$ cat src/inc/dpm_pkg.sv
package dpm_pkg;
   // Power modes held by the controller
   typedef enum logic [1:0] {
      DPM_ACTIVE,
      DPM_IDLE,
      DPM_STANDBY,
      DPM_SLEEP
   } dpm_mode_t;

   // Host command codes presented on the command port
   localparam logic [2:0] CMD_IDLE = 3'h0;
   localparam logic [2:0] CMD_IDLE_IMM = 3'h1;
   localparam logic [2:0] CMD_STANDBY = 3'h2;
   localparam logic [2:0] CMD_STANDBY_IMM = 3'h3;
   localparam logic [2:0] CMD_SLEEP = 3'h4;
   localparam logic [2:0] CMD_CHECK = 3'h5;
   localparam logic [2:0] CMD_OTHER = 3'h6;

   // Timer count width and the disabling value
   localparam int TMR_W = 8;
   localparam logic [7:0] TMR_OFF = 8'h00;

   // Length of one timer count, in microseconds
   localparam int TICK_US = 5;
   localparam int CLK_MHZ = 125;
   localparam int TICK_CYC = TICK_US * CLK_MHZ;

   // Spindle spin-up time, in microseconds
   localparam int SPIN_US = 20;
   localparam int SPIN_CYC = SPIN_US * CLK_MHZ;

   // Check power mode answers
   localparam logic [1:0] PWR_IN_STANDBY = 2'h0;
   localparam logic [1:0] PWR_ENTERING = 2'h1;
   localparam logic [1:0] PWR_LEAVING = 2'h2;
   localparam logic [1:0] PWR_ACTIVE_IDLE = 2'h3;
endpackage

$ cat src/logic/dpm_tick.sv
// Divider giving a one-cycle tick every DIV clocks while running
module dpm_tick
#(
   parameter int DIV = 625
)
(
   input wire logic clk,
   input wire logic rst,
   input wire logic restart,
   output logic tick
);
   localparam int CW = $clog2(DIV + 1);

   // Cycle counter within the current tick
   logic [CW-1:0] cnt_q;

   // Restart realigns the tick to the last command
   always_ff @(posedge clk or posedge rst)
   begin
      if (rst)
      begin
         cnt_q <= '0;
         tick <= 1'b0;
      end
      else if (restart)
      begin
         cnt_q <= '0;
         tick <= 1'b0;
      end
      else if (cnt_q == CW'(DIV - 1))
      begin
         cnt_q <= '0;
         tick <= 1'b1;
      end
      else
      begin
         cnt_q <= cnt_q + 1'b1;
         tick <= 1'b0;
      end
   end
endmodule

$ cat src/logic/dpm_ctrl.sv
// Notes on behaviour
// - Idle commands move directly to idle
// - Idle loads timer count and starts it
// - Standby commands move directly to standby
// - Standby command also loads timer count
// - Sleep command ends with interface inactive
// - Reset out of sleep lands in standby
// - Timer expiry without commands, media requests or cache work forces standby
// - Timer count zero disables the timer
// - Check power reports standby state transitions
// - Busy low, ready high outside active
// - Ready never encodes the power mode
// - Standby accepts commands, delays media until spun
// - Idle serves media at once
// - Cache work means active mode; executing means active until command done or timer expiry
module dpm_ctrl
#(
   parameter int TICK_CYCLES = dpm_pkg::TICK_CYC,
   parameter int SPIN_CYCLES = dpm_pkg::SPIN_CYC
)
(
   input wire logic clk,
   input wire logic rst,
   input wire logic cmd_valid,
   input wire logic [2:0] cmd_code,
   input wire logic [7:0] cmd_count,
   input wire logic cmd_done,
   input wire logic media_req,
   input wire logic bg_busy,
   output logic cmd_ack,
   output logic [1:0] pwr_status,
   output logic status_bsy,
   output logic status_rdy,
   output logic if_active,
   output logic media_on,
   output logic media_grant,
   output dpm_pkg::dpm_mode_t mode
);
   import dpm_pkg::*;

   localparam int SW = $clog2(SPIN_CYCLES + 1);

   // Mode state and held timer setting
   dpm_mode_t mode_q, mode_d;
   logic [TMR_W-1:0] tmr_load_q;
   logic [TMR_W-1:0] tmr_cnt_q;
   logic tmr_run_q;
   logic [SW-1:0] spin_q;
   logic busy_q;
   logic tick;

   // Command decode
   wire acc = cmd_valid && (mode_q != DPM_SLEEP);
   wire c_idle = acc && (cmd_code == CMD_IDLE || cmd_code == CMD_IDLE_IMM);
   wire c_stby = acc && (cmd_code == CMD_STANDBY || cmd_code == CMD_STANDBY_IMM);
   wire c_load = acc && (cmd_code == CMD_IDLE || cmd_code == CMD_STANDBY);
   wire c_sleep = acc && cmd_code == CMD_SLEEP;
   wire c_check = acc && cmd_code == CMD_CHECK;
   wire c_other = acc && cmd_code == CMD_OTHER;
   wire spinning = spin_q != '0;
   // Last spin-up cycle: the spindle is at speed, media may be served next
   wire spun = spin_q == SW'(1);
   wire expire = tmr_run_q && tick && tmr_cnt_q == 8'h01;
   wire awake = mode_q == DPM_ACTIVE || mode_q == DPM_IDLE;

   // Tick divider; any command restarts the inactivity period
   dpm_tick #(.DIV(TICK_CYCLES)) u_tick
   (
      .clk(clk),
      .rst(rst),
      .restart(acc),
      .tick(tick)
   );

   // Next mode selection
   always_comb
   begin
      mode_d = mode_q;
      case (mode_q)
         DPM_SLEEP:
            mode_d = DPM_SLEEP;
         default:
         begin
            if (c_idle)
               mode_d = DPM_IDLE;
            else if (c_stby)
               mode_d = DPM_STANDBY;
            else if (c_sleep)
               mode_d = DPM_SLEEP;
            else if (c_other || (media_req && !spinning && mode_q != DPM_STANDBY)
                     || bg_busy)
               mode_d = DPM_ACTIVE;
            else if (awake && expire)
               mode_d = DPM_STANDBY;
            else if (mode_q == DPM_ACTIVE && !busy_q && !bg_busy)
               mode_d = DPM_IDLE;
            else if (mode_q == DPM_STANDBY && spun)
               mode_d = DPM_ACTIVE;
         end
      endcase
   end

   // Mode register; reset lands in standby, also out of sleep
   always_ff @(posedge clk or posedge rst)
   begin
      if (rst)
         mode_q <= DPM_STANDBY;
      else
         mode_q <= mode_d;
   end

   // Command busy tracker: set on other commands, cleared on done
   always_ff @(posedge clk or posedge rst)
   begin
      if (rst)
         busy_q <= 1'b0;
      else if (c_other)
         busy_q <= 1'b1;
      else if (cmd_done)
         busy_q <= 1'b0;
   end

   // Standby timer; zero count disables it
   always_ff @(posedge clk or posedge rst)
   begin
      if (rst)
      begin
         tmr_load_q <= TMR_OFF;
         tmr_cnt_q <= TMR_OFF;
         tmr_run_q <= 1'b0;
      end
      else if (c_load)
      begin
         tmr_load_q <= cmd_count;
         tmr_cnt_q <= cmd_count;
         tmr_run_q <= (cmd_count != TMR_OFF);
      end
      else if (acc)
      begin
         tmr_cnt_q <= tmr_load_q;
         tmr_run_q <= tmr_load_q != TMR_OFF;
      end
      else if (!awake)
         tmr_run_q <= 1'b0;
      else if (tmr_load_q != TMR_OFF && !tmr_run_q)
      begin
         tmr_cnt_q <= tmr_load_q;
         tmr_run_q <= 1'b1;
      end
      else if (expire)
         tmr_run_q <= 1'b0;
      else if (tmr_run_q && tick)
         tmr_cnt_q <= tmr_cnt_q - 1'b1;
   end

   // Spin-up delay: media requests in standby wait for spindle speed
   always_ff @(posedge clk or posedge rst)
   begin
      if (rst)
         spin_q <= '0;
      else if (mode_q == DPM_STANDBY && media_req && !spinning)
         spin_q <= SW'(SPIN_CYCLES);
      else if (spinning && mode_q != DPM_SLEEP)
         spin_q <= spin_q - 1'b1;
      else
         spin_q <= '0;
   end

   wire leave = (mode_q == DPM_STANDBY) && spinning;
   // Entering: inactivity period on its last count, so standby comes next;
   // a standby command itself switches at once and leaves nothing to report
   wire enter = awake && tmr_run_q && tmr_cnt_q == TMR_W'(1);
   wire [1:0] pwr_d = enter ? PWR_ENTERING :
                      leave ? PWR_LEAVING :
                      (mode_q == DPM_STANDBY) ? PWR_IN_STANDBY : PWR_ACTIVE_IDLE;

   // Registered status outputs
   always_ff @(posedge clk or posedge rst)
   begin
      if (rst)
      begin
         cmd_ack <= 1'b0;
         pwr_status <= PWR_IN_STANDBY;
         status_bsy <= 1'b0;
         status_rdy <= 1'b1;
         if_active <= 1'b1;
         media_on <= 1'b0;
         media_grant <= 1'b0;
         mode <= DPM_STANDBY;
      end
      else
      begin
         cmd_ack <= acc;
         if (c_check)
            pwr_status <= pwr_d;
         status_bsy <= (mode_d == DPM_ACTIVE) && (busy_q || c_other);
         status_rdy <= 1'b1;
         if_active <= mode_d != DPM_SLEEP;
         media_on <= mode_d == DPM_ACTIVE || mode_d == DPM_IDLE;
         media_grant <= media_req && awake;
         mode <= mode_d;
      end
   end

   // Checks
   a_sleep_sticky: assert property (@(posedge clk) disable iff (rst)
      mode_q == DPM_SLEEP |=> mode_q == DPM_SLEEP)
      else $error("sleep left without reset");
   a_idle_cmd: assert property (@(posedge clk) disable iff (rst)
      c_idle |=> mode_q == DPM_IDLE && mode == DPM_IDLE)
      else $error("idle command missed");
   a_stby_cmd: assert property (@(posedge clk) disable iff (rst)
      c_stby |=> mode_q == DPM_STANDBY)
      else $error("standby command missed");
   a_sleep_if: assert property (@(posedge clk) disable iff (rst)
      c_sleep |=> ##1 !if_active)
      else $error("interface active in sleep");
   a_timer_load: assert property (@(posedge clk) disable iff (rst)
      c_load |=> tmr_load_q == $past(cmd_count))
      else $error("timer count not loaded");
   a_timer_zero: assert property (@(posedge clk) disable iff (rst)
      c_load && cmd_count == 8'h00 |=> !tmr_run_q)
      else $error("zero count left timer running");
   a_expire_stby: assert property (@(posedge clk) disable iff (rst)
      expire && awake && !acc && !bg_busy && !media_req |=> mode_q == DPM_STANDBY)
      else $error("timer expiry ignored");
   a_rdy_low_pwr: assert property (@(posedge clk) disable iff (rst)
      mode_q != DPM_ACTIVE && $past(mode_q) != DPM_ACTIVE |-> status_rdy && !status_bsy)
      else $error("status wrong outside active");
   a_check_stby: assert property (@(posedge clk) disable iff (rst)
      c_check && mode_q == DPM_STANDBY && !spinning |=> pwr_status == PWR_IN_STANDBY)
      else $error("check power answer wrong");
   a_stby_no_grant: assert property (@(posedge clk) disable iff (rst)
      mode_q == DPM_STANDBY |=> !media_grant)
      else $error("media granted in standby");
   c_sleep_seen: cover property (@(posedge clk) mode_q == DPM_SLEEP);
   c_enter_seen: cover property (@(posedge clk) c_check && enter);
   c_expire_seen: cover property (@(posedge clk) expire && awake);
   c_spin_seen: cover property (@(posedge clk) leave);
endmodule

$ cat config.mk
export PLATFORM = sky130hd
export DESIGN_NAME = dpm_ctrl
export DESIGN_NICKNAME = d
export VERILOG_FILES = /design/src/inc/dpm_pkg.sv /design/src/logic/dpm_tick.sv /design/src/logic/dpm_ctrl.sv
export SDC_FILE = /design/constraint.sdc
export NUM_CORES = 1
export LEC_CHECK = 0
export BUFFER_PORTS_ARGS = -buffer_cell sky130_fd_sc_hd__clkbuf_2
export CELL_PAD_IN_SITES_DETAIL_PLACEMENT = 0
export CELL_PAD_IN_SITES_GLOBAL_PLACEMENT = 1
export CORE_ASPECT_RATIO = 1.2
export CORE_UTILIZATION = 30
export DETAILED_ROUTE_END_ITERATION = 10
export GPL_TIMING_DRIVEN = 0
export PLACE_DENSITY = 0.57
export SYNTH_ARGS = -nofsm -noshare
export SYNTH_HDL_FRONTEND = slang
export SYNTH_SLANG_ARGS = --single-unit
$ cat constraint.sdc
create_clock -name clk -period 1.9 [get_ports clk]
set_input_delay 0.57 -clock clk [delete_from_list [all_inputs] [get_ports clk]]
set_output_delay 0.57 -clock clk [all_outputs]
set_load 0.02 [all_outputs]
==> results by group, run 1 <==
CTS
  – Count of H-tree levels built during CTS: 2
  – Number of CTS-inserted buffers: 5
  – Clock latency at the later pin of the worst-skew pair: 0.30 ns
  – Root Buffer: clkbuf_8
  – Clock tree from TritonCTS: yes
  – Clock transition at the registers of the reported paths: 0.10 ns
  – Maximum clock path buffer count: 2
  – Number of clock sinks seen by CTS: 50

Power
  – Power consumption: 2.06 mW
  – IR drop worst, VDD: 0.000272 V
  – Cell Pwr Density: 635 nW/um^2
  – Static Leak: 1.54 nW

Job
  – Maximum capacitance violations: 0

Cells and area
  – Final net count: 348
  – N_diodes: 0
  – Fraction of final layout cells with drive strength greater than 1: 0.243
  – Final standard cell count with taps included and fillers excluded: 442
  – Final instance area: 3250 um^2
  – Combined flip-flop and latch cell area: 1260 um^2
  – Core Util, Final: 0.373
  – Fillcell total: 931
  – Growth of design area from synthesis to finish: 19.0%
  – Area of combinational cells with multiple inputs: 1420 um^2

Route
  – Iter 0 DRT Violations: 89
  – Remaining routing DRC violations: 0
  – Length of the first detailed-routing pass in iterations: 4
  – Wire per inst: 15.2 um
  – Number of vias per cell after detailed routing: 4.98
  – Antenna-violating nets left: 0
  – Routed vias: 2200
  – Routed wire length: 6.70 mm

Synth
  – Yosys synthesis warning count: 0
  – Synth unique cells: 59
  – Predominant post-synthesis flop cell: dfrtp_1
  – Share of flip-flops with an asynchronous set or reset: 1.00
  – Share of the synthesized area in the top cell type: 0.440
  – Commonest cells in the synthesized netlist: 48 x dfrtp_1, 40 x nand2_1, 25 x nor2_1, 18 x inv_1, 13 x nand3_1
  – Simple-Gate Fraction of Synth Area: 0.228
  – Part of the Yosys area used for sequential elements: 0.459
  – Share of cell area taken by muxes after synthesis: 0.00779
  – Total nets after synthesis: 310
  – Area of the mapped netlist: 2730 um^2
  – Post-synthesis area per instance: 9.55 um^2
  – Post-synthesis sequential element count: 50
  – Area share of xor/xnor cells in the synthesized design: 0.0545
  – Dominant cell type by area after synthesis: dfrtp_1
  – Synth Instances: 286
  – Area contributors post-synth: dfrtp_1 44%, nand2_1 5.5%, xnor2_1 3.5%
  – Leading cell type by number of instances after synthesis: dfrtp_1
  – Post-synthesis share of cell area spent on full adders, half adders and majority gates: 0.0321
  – Combinational family with the most area after synthesis: simple AND/OR/NAND/NOR gates
  – EDFF count, synth: 0
  – Share of the synthesized area in compound gates (AO/OA/AOI/OAI): 0.169

STA
  – Maximum operating frequency: 0.534 GHz
  – Setup slack of the critical path after layout: 0.0275 ns
  – Final setup violation count: 0
  – Final number of max-transition violations: 0
  – Final period util: 0.986
  – Count of final hold-check violations: 0
  – Sum Neg Setup Slack: 0 ns
  – Final worst hold slack: 0.260 ns
  – Unrepaired setup endpoints after global routing: yes
  – Final worst path period need: 1.87 ns
  – Post-Route Skew: 0.00659 ns

Die
  – Total I/O pin count: 27
  – Area of the die: 9490 um^2
  – Floorplan die width: 89.1 um
  – Number of placement rows: 37
  – Core area: 8700 um^2
  – Starting density of the core: 0.314
  – Die height: 107 um

Setup path
  – Number of buffers and inverters on the critical path: 1
  – Critical Path Start Type: flop
  – Sequence of cells on the critical path: or4_4 -> o31ai_4 -> o21a_4 -> buf_12 -> a21oi_2 -> a21o_1
  – Critical path's largest stage delay: 0.57 ns
  – Crit Path Class: flop to flop
  – WP data required: 2.11 ns
  – Worst Setup End Kind: flop
  – Maximum fanout along the worst path: 10
  – Library cell contributing the largest single delay on the critical path: or4_4
  – Critical Path AT: 2.08 ns
  – Kind of cell adding the most delay to the critical path: compound AO/OA/AOI/OAI gates

Global route
  – Pin count of the biggest net entering global routing: 31
  – Total Routing Usage GR: 0.154
  – Initial antenna violation count: 0
  – Wire length of the first global-routing pass: 11.2 mm
  – Vias in the first global route: 2254
  – Total congestion overflow: 0

Place
  – Final RePlAce weighted congestion: 0.772
  – Setup WS pre-CTS: -0.372 ns
  – Port Buffers: 25
  – Total instance count after detailed placement: 429
  – Total cell area at the placement stage: 3020 um^2
  – Post-DP HPWL: 4.83 mm

Run status
  – Result of the run: completed

Min path
  – Kind of path behind the tightest hold check: primary input to asynchronous set/reset pin
metal layers:
layer,share of wire,global-route usage,up-vias
li1,-,-,1081
met1,0.48,0.215,1068
met2,0.47,0.241,47
met3,0.034,0.0287,4
met4,0.0088,0.0465,0
met5,0,0,-
worst paths after layout:
| kind | start | slack (ns) | to | cells after the start |
|---|---|---|---|---|
| max | tmr_load_q[3] | 0.03 | tmr_cnt_q[3] | 6 |
| min | rst | 0.26 | mode[0] | 2 |
| max reg2reg | tmr_load_q[3] | 0.03 | tmr_cnt_q[3] | 6 |
| min reg2reg | pwr_status[1] | 0.52 | pwr_status[1] | 2 |
| max in group asynchronous | rst | 1.05 | mode[1] | 3 |
| min in group clk | cmd_done | 0.44 | busy_q | 2 |
repair_timing:
item                       4_1_cts  5_1_grt
gates cloned                     0        0
buffers inserted                 3        3
hold buffers                     0        0
resized for setup                7        8
pin swaps                        2        4
setup endpoints to repair       15       24
hold endpoints to repair         0        0
sequential cells by signal (all words and copies together), names as in the netlist:
signal,count
u_tick.cnt_q,10
tmr_cnt_q,8
status_bsy,1
tmr_load_q,8
pwr_status,2
spin_q,12
if_active,1
tmr_run_q,1
mode,2
u_tick.tick,1
cmd_ack,1
media_on,1
busy_q,1
media_grant,1
cells by family after synthesis:
kind of cell | Yosys count
other | 1
AND/OR/NAND/NOR | 122
AO/OA/AOI/OAI | 60
XOR/XNOR | 17
flip-flops | 50
buffers and inverters | 27
multiplexers | 2
adder cells (fa/ha/maj) | 7
placed cells by master (no fill, tap or decap), types with 4 or more instances in the layout:
cell type   n
nor2_1     25
nor2b_1     5
clkbuf_8    5
ha_1        6
nand2_1    40
xor2_1      6
nor4_1      5
nor3_1      9
dfrtp_1    46
inv_1      16
clkbuf_2   26
o22ai_2     4
buf_4       9
a21oi_1     8
xnor2_1    11
o21ai_0    11
nand3_1    13
area by class of cell:
| class | instances | area share |
|---|---|---|
| Buffer | 7 | 0.0177 |
| Clock buffer | 5 | 0.0212 |
| Clock inverter | 3 | 0.0139 |
| Inverter | 19 | 0.0219 |
| Multi-Input combinational cell | 209 | 0.435 |
| Sequential cell | 50 | 0.386 |
| Tap cell | 117 | 0.0450 |
| Timing Repair Buffer | 32 | 0.0585 |
power breakdown:
| part | leakage [nW] | internal, mW | switching, mW |
|---|---|---|---|
| logic | 0.832 | 0.0761 | 0.115 |
| registers | 0.662 | 1.07 | 0.0154 |
| clock network | 0.0504 | 0.393 | 0.389 |
(Power assumes the default switching activity.)
==> run 2, diff against run 1 <==
--- a/config.mk
+++ b/config.mk
@@ -9,10 +9,10 @@
 export CELL_PAD_IN_SITES_DETAIL_PLACEMENT = 0
 export CELL_PAD_IN_SITES_GLOBAL_PLACEMENT = 1
 export CORE_ASPECT_RATIO = 1.2
-export CORE_UTILIZATION = 30
+export CORE_UTILIZATION = 40
 export DETAILED_ROUTE_END_ITERATION = 10
 export GPL_TIMING_DRIVEN = 0
-export PLACE_DENSITY = 0.57
+export PLACE_DENSITY = 0.72
 export SYNTH_ARGS = -nofsm -noshare
 export SYNTH_HDL_FRONTEND = slang
 export SYNTH_SLANG_ARGS = --single-unit
==> run 2 against run 1 <==
Against the previous run: clock skew is 0.0079 ns higher; combinational power increased by 5%; core utilization grew 13 points; cell count shrank 5.7%; sequential power barely moved; die area decreased by 25%; non-clock buffer count rose by 7; sequential share of layout area is 0.44 points lower; register-to-register slack worse by 0.02 ns.
==> results by group, run 2 (same netlist as run 1, synthesis figures left out) <==
Run status
  – Result of the run: completed (unchanged)

Setup path
  – Maximum fanout along the worst path: 5 (was 10)
  – Worst Setup End Kind: flop (unchanged)
  – Critical Path AT: 2.10 ns (was 2.08 ns)
  – Worst setup path startpoint: tmr_load_q[0] (was tmr_load_q[3])
  – WP data required: 2.10 ns (was 2.11 ns)
  – Crit Path Class: flop to flop (unchanged)
  – Critical Path Start Type: flop (unchanged)
  – Origin of the critical flop-to-flop path: tmr_load_q[0] (was tmr_load_q[3])

Die
  – Area of the die: 7160 um^2 (was 9490 um^2)
  – Total I/O pin count: 27 (unchanged)
  – Die height: 92.5 um (was 107 um)
  – Starting density of the core: 0.419 (was 0.314)
  – Number of placement rows: 32 (was 37)
  – Core area: 6530 um^2 (was 8700 um^2)
  – Floorplan die width: 77.4 um (was 89.1 um)

Route
  – Remaining routing DRC violations: 0 (unchanged)
  – Routed vias: 2195 (was 2200)
  – Routed wire length: 6.37 mm (was 6.70 mm)
  – Wire per inst: 15.3 um (was 15.2 um)
  – Antenna-violating nets left: 0 (unchanged)
  – Length of the first detailed-routing pass in iterations: 4 (unchanged)
  – Iter 0 DRT Violations: 116 (was 89)
  – Number of vias per cell after detailed routing: 5.26 (was 4.98)

Power
  – Relative contribution of sequential cells to total power: 0.522 (was 0.528)
  – Net load switching power: 526 uW (was 520 uW)
  – Power consumption: 2.09 mW (was 2.06 mW)
  – Switching Fraction: 0.252 (about the same)
  – IR drop worst, VDD: 0.000404 V (was 0.000272 V)
  – Portion of total power attributed to the clock network: 0.382 (was 0.379)
  – Static Leak: 1.59 nW (was 1.54 nW)
  – Combinational share of power: 0.096 (was 0.093)
  – Cell internal power dissipation: 1.56 mW (was 1.54 mW)
  – Cell Pwr Density: 635 nW/um^2 (about the same)

Place
  – Final RePlAce weighted congestion: 0.835 (was 0.772)
  – Total instance count after detailed placement: 397 (was 429)
  – Port Buffers: 25 (unchanged)
  – Post-DP HPWL: 4.49 mm (was 4.83 mm)

Cells and area
  – Largest Register: spin_q (unchanged)
  – Top Registers: spin_q x12, u_tick.cnt_q x10 (unchanged)
  – Highest-count cells in the layout ignoring fill and taps: 47 x dfrtp_1, 40 x nand2_1, 26 x clkbuf_2 (was 46 x dfrtp_1, 40 x nand2_1, 26 x clkbuf_2)
  – Final net count: 355 (was 348)
  – Final standard cell count with taps included and fillers excluded: 417 (was 442)
  – N_diodes: 0 (unchanged)
  – Most common cell after layout, fill and taps aside: dfrtp_1 (unchanged)
  – Fraction of final layout cells with drive strength greater than 1: 0.256 (was 0.243)
  – Growth of design area from synthesis to finish: 20.2% (was 19.0%)
  – Number of flip-flops in the largest register: 12 (unchanged)
  – Fillcell total: 603 (was 931)
  – Core Util, Final: 0.503 (was 0.373)

CTS
  – Root Buffer: clkbuf_8 (unchanged)
  – Count of hold-fix buffers inserted at cts: 0 (unchanged)
  – Number of clock sinks seen by CTS: 50 (unchanged)
  – Clock latency at the later pin of the worst-skew pair: 0.31 ns (was 0.30 ns)
  – Maximum clock path buffer count: 2 (unchanged)
  – Clock tree from TritonCTS: yes (unchanged)
  – Number of CTS-inserted buffers: 5 (unchanged)
  – Count of H-tree levels built during CTS: 2 (unchanged)
  – Clock transition at the registers of the reported paths: 0.10 ns (about the same)

STA
  – Final period util: 0.997 (was 0.986)
  – Maximum operating frequency: 0.528 GHz (was 0.534 GHz)
  – Unrepaired setup endpoints after global routing: yes (unchanged)
  – Sum Neg Setup Slack: 0 ns (unchanged)
  – Worst relative slew slack: 0.664
  – Slew at the pin with the worst max-slew slack: 0.499 ns
  – Post-Route Skew: 0.0145 ns (was 0.00659 ns)
  – Final number of max-transition violations: 0 (unchanged)
  – Count of final hold-check violations: 0 (unchanged)
  – Final setup violation count: 0 (unchanged)
  – Final worst path period need: 1.89 ns (was 1.87 ns)

Global route
  – Wire length of the first global-routing pass: 10.3 mm (was 11.2 mm)
  – Initial antenna violation count: 0 (unchanged)
  – Vias in the first global route: 2124 (was 2254)
  – Total congestion overflow: 0 (unchanged)
  – Total Routing Usage GR: 0.185 (was 0.154)
  – Pin count of the biggest net entering global routing: 37 (was 31)

Min path
  – Kind of path behind the tightest hold check: primary input to asynchronous set/reset pin (unchanged)

Job
  – Maximum capacitance violations: 0 (unchanged)
-- run 2: cell count changes in the layout (fill, tap and decap cells not counted), sizes merged --
cell,change
buf,+6
inv,+1
clkbuf,+1
clkinvlp,-1
-- run 2: layout make-up --
type                            count  area (um^2)  area share
Buffer                              7         61.3      0.0187
Multi-Input combinational cell    209         1410       0.430
Tap cell                           85          106      0.0324
Sequential cell                    50         1250       0.382
Inverter                           19         71.3      0.0217
Clock buffer                        5         68.8      0.0210
Clock inverter                      3         48.8      0.0149
Timing Repair Buffer               39          260      0.0792
-- run 2: power groups by stage --
stage	Sequential [mW]	Clock [mW]	Combinational, mW
final	1.09	0.797	0.201
after global routing	1.09	0.852	0.222
after CTS	1.09	0.816	0.180
after detailed placement	1.11	0	0.178
after global placement	1.11	0	0.172
after floorplan	1.11	0	0.115
-- run 2: routing by layer --
layer  vias to the layer above  global-route usage  share of wire
met4                         0              0.0613          0.012
li1                       1102                   -              -
met3                         6              0.0345          0.030
met2                        45               0.302           0.49
met5                         -                   0              0
met1                      1042               0.245           0.47
-- run 2: final timing paths --
check                                     to  slack (ns)  cells after the start
worst max-delay path            tmr_cnt_q[3]       0.006                      6
worst min-delay path                 mode[0]        0.19                      2
worst max register to register  tmr_cnt_q[3]       0.006                      6
worst min register to register     spin_q[0]        0.51                      1
max in group asynchronous            mode[1]        1.16                      3
min in group clk                      busy_q        0.43                      2
-- run 2: per-stage QoR --
step | hold slack [ns] | worst slack, ns | instance area, um^2
floorplan | 0.466 | 0.0551 | 2730
global placement | 0.478 | -0.581 | 2960
detailed placement | 0.499 | -0.247 | 2980
CTS | 0.206 | 0.00575 | 3140
global route | 0.233 | -0.0329 | 3280
finish | 0.193 | 0.00575 | 3280
-- run 2: critical path: stages, from the launching register on --
cell and delay (ns):
dfrtp_1 0.43, or4_4 0.55, o31ai_4 0.26, o21a_4 0.22
buf_12 0.13, a21oi_4 0.04, a21o_1 0.16
-- run 2: repair_timing --
action	CTS	global route
gates cloned	0	1
endpoints found under the setup margin	12	16
pin swaps	3	7
resized for setup	2	13
setup buffers	5	7
==> run 3, diff against run 2 <==
==> constraint.sdc (replaced) <==
create_clock -name clk -period 2 [get_ports clk]
set_input_delay 0.1 -clock clk [delete_from_list [all_inputs] [get_ports clk]]
set_output_delay 0.1 -clock clk [all_outputs]
set_load 0.02 [all_outputs]
==> run 3 against run 2 <==
Against the previous run: non-clock buffer count shrank 6; sequential share of layout area is 1.1 points higher; worst hold slack got worse by 0.17 ns; cell area fell by 2.7%; clock skew is 0.00053 ns lower; combinational power fell by 13%; cell count decreased by 1.4%; setup slack improved by 0.087 ns; largest power group unchanged.
==> results by group, run 3 (same netlist as run 1, synthesis figures left out) <==
Place
  – Final RePlAce weighted congestion: 0.835 (unchanged)
  – Post-DP HPWL: 4.49 mm (unchanged)
  – Setup WS pre-CTS: 0.00117 ns (was -0.247 ns)
  – Port Buffers: 25 (unchanged)
  – Total instance count after detailed placement: 397 (unchanged)

Cells and area
  – Highest-count cells in the layout ignoring fill and taps: 46 x dfrtp_1, 40 x nand2_1, 26 x clkbuf_2 (was 47 x dfrtp_1, 40 x nand2_1, 26 x clkbuf_2)
  – Fillcell total: 608 (was 603)
  – Growth of design area from synthesis to finish: 16.9% (was 20.2%)
  – Top Registers: spin_q x12, u_tick.cnt_q x10 (unchanged)
  – Final standard cell count with taps included and fillers excluded: 411 (was 417)
  – Combined flip-flop and latch cell area: 1260 um^2 (was 1250 um^2)
  – Area of combinational cells with multiple inputs: 1380 um^2 (was 1410 um^2)
  – Fraction of final layout cells with drive strength greater than 1: 0.221 (was 0.256)
  – Largest Register: spin_q (unchanged)
  – Final net count: 349 (was 355)
  – Number of flip-flops in the largest register: 12 (unchanged)
  – N_diodes: 0 (unchanged)
  – Core Util, Final: 0.489 (was 0.503)
  – Most common cell after layout, fill and taps aside: dfrtp_1 (unchanged)

Route
  – Iter 0 DRT Violations: 115 (was 116)
  – Routed vias: 2170 (was 2195)
  – Antenna-violating nets left: 0 (unchanged)
  – Number of vias per cell after detailed routing: 5.28 (was 5.26)
  – Length of the first detailed-routing pass in iterations: 4 (unchanged)
  – Routed wire length: 6.06 mm (was 6.37 mm)
  – Wire per inst: 14.7 um (was 15.3 um)
  – Remaining routing DRC violations: 0 (unchanged)

Global route
  – Pin count of the biggest net entering global routing: 37 (unchanged)
  – Total Routing Usage GR: 0.181 (was 0.185)
  – Total congestion overflow: 0 (unchanged)
  – Initial antenna violation count: 0 (unchanged)
  – Vias in the first global route: 2114 (was 2124)
  – Wire length of the first global-routing pass: 10.1 mm (was 10.3 mm)

Setup path
  – Worst reg-to-reg path cell count: 6 (unchanged)
  – Reg-to-reg critical path endpoint: tmr_cnt_q[3] (unchanged)
  – Sequence of cells on the critical path: or4_1 -> o31ai_4 -> o21a_4 -> buf_12 -> a21oi_2 -> a21o_1 (was or4_4 -> o31ai_4 -> o21a_4 -> buf_12 -> a21oi_4 -> a21o_1)
  – WP data required: 2.21 ns (was 2.10 ns)
  – Crit Path Class: flop to flop (unchanged)
  – Worst Setup End Kind: flop (unchanged)
  – Origin of the critical flop-to-flop path: tmr_load_q[7] (was tmr_load_q[0])
  – Library cell contributing the largest single delay on the critical path: or4_1 (was or4_4)
  – Critical Path AT: 2.12 ns (was 2.10 ns)
  – Register-to-register setup slack: 0.09 ns (was 0.006 ns)
  – Critical Path Start Type: flop (unchanged)
  – Critical path's largest stage delay: 0.61 ns (was 0.55 ns)
  – Maximum fanout along the worst path: 10 (was 5)

CTS
  – Clock tree from TritonCTS: yes (unchanged)
  – Number of clock sinks seen by CTS: 50 (unchanged)
  – Clock latency at the later pin of the worst-skew pair: 0.31 ns (about the same)
  – Number of CTS-inserted buffers: 5 (unchanged)
  – Clock transition at the registers of the reported paths: 0.11 ns (was 0.10 ns)
  – Maximum clock path buffer count: 2 (unchanged)
  – Count of H-tree levels built during CTS: 2 (unchanged)
  – Root Buffer: clkbuf_8 (unchanged)

Die
  – Floorplan die width: 77.4 um (unchanged)
  – Total I/O pin count: 27 (unchanged)
  – Starting density of the core: 0.419 (unchanged)
  – Core area: 6530 um^2 (unchanged)
  – Number of placement rows: 32 (unchanged)
  – Die height: 92.5 um (unchanged)
  – Area of the die: 7160 um^2 (unchanged)

STA
  – Maximum operating frequency: 0.524 GHz (was 0.528 GHz)
  – Final worst hold slack: 0.0187 ns (was 0.193 ns)
  – Final setup violation count: 0 (unchanged)
  – Final number of max-transition violations: 0 (unchanged)
  – Final worst path period need: 1.91 ns (was 1.89 ns)
  – Post-Route Skew: 0.0139 ns (was 0.0145 ns)
  – Unrepaired setup endpoints after global routing: no (was yes)
  – Count of final hold-check violations: 0 (unchanged)
  – Setup slack of the critical path after layout: 0.0929 ns (was 0.00575 ns)
  – Final period util: 0.954 (was 0.997)

Power
  – Power consumption: 1.97 mW (was 2.09 mW)
  – IR drop worst, VDD: 0.000440 V (was 0.000404 V)
  – Static Leak: 1.54 nW (was 1.59 nW)
  – Cell Pwr Density: 618 nW/um^2 (was 635 nW/um^2)

Min path
  – Worst-case hold path end point: media_grant
  – Hold path cells: 3
  – Hold path startpoint: media_req
  – Kind of path behind the tightest hold check: primary input to flop (was primary input to asynchronous set/reset pin)

Run status
  – Result of the run: completed (unchanged)

Job
  – Maximum capacitance violations: 0 (unchanged)
==> run 3: how the worst max path moves through the flow <==
stage	cells after the start	startpoint	to	slack, ns
finish	6	tmr_load_q[7]	tmr_cnt_q[3]	0.09
detailed placement	8	mode[1]	media_on	0.001
CTS	8	tmr_cnt_q[1]	tmr_cnt_q[3]	0.02
global placement	2	rst	tmr_load_q[1]	-0.01
floorplan	8	mode[1]	status_bsy	0.16
global route	7	tmr_cnt_q[0]	tmr_cnt_q[6]	0.02
==> run 3: power breakdown <==
group,internal [mW],switching [mW],leakage (nW),total [mW]
Sequential,1.02,0.0141,0.662,1.03
Clock,0.382,0.383,0.0563,0.765
Combinational,0.0700,0.104,0.827,0.174
==> run 3: worst max-delay path: cells and delay by family (launching register included) <==
kind	cells	cell delay, ns
compound gates	4	0.62
simple gates	1	0.61
flops	1	0.43
buf+inv	1	0.14
==> run 3: layout make-up <==
class | instances | area share
clock inverters | 3 | 0.0153
plain buffers | 7 | 0.0180
well taps | 85 | 0.0333
inverters | 19 | 0.0223
flip-flops and latches | 50 | 0.393
clock buffers | 5 | 0.0215
multi-input cells | 209 | 0.431
repair buffers | 33 | 0.0650
==> run 3: stage by stage <==
stage | cell area [um^2] | setup TNS (ns)
final | 3190 | 0
after global routing | 3190 | 0
after CTS | 3120 | 0
after detailed placement | 2980 | 0
after global placement | 2960 | -0.420
after floorplan | 2730 | 0
==> run 3: routing by layer <==
| metal | share of wire | global-route usage | vias up | wire length [um] |
|---|---|---|---|---|
| met5 | 0 | 0 | - | 0 |
| met4 | 0.017 | 0.0629 | 0 | 100 |
| met3 | 0.048 | 0.0374 | 10 | 291 |
| met2 | 0.47 | 0.299 | 51 | 2860 |
| met1 | 0.46 | 0.233 | 1024 | 2810 |
| li1 | - | - | 1085 | - |
==> run 3: repair_timing <==
action	CTS	global route
endpoints found under the hold margin	14	0
hold buffers	2	0
setup buffers	1	4
resized for setup	0	8
pin swaps	3	2
setup endpoints to repair	3	13
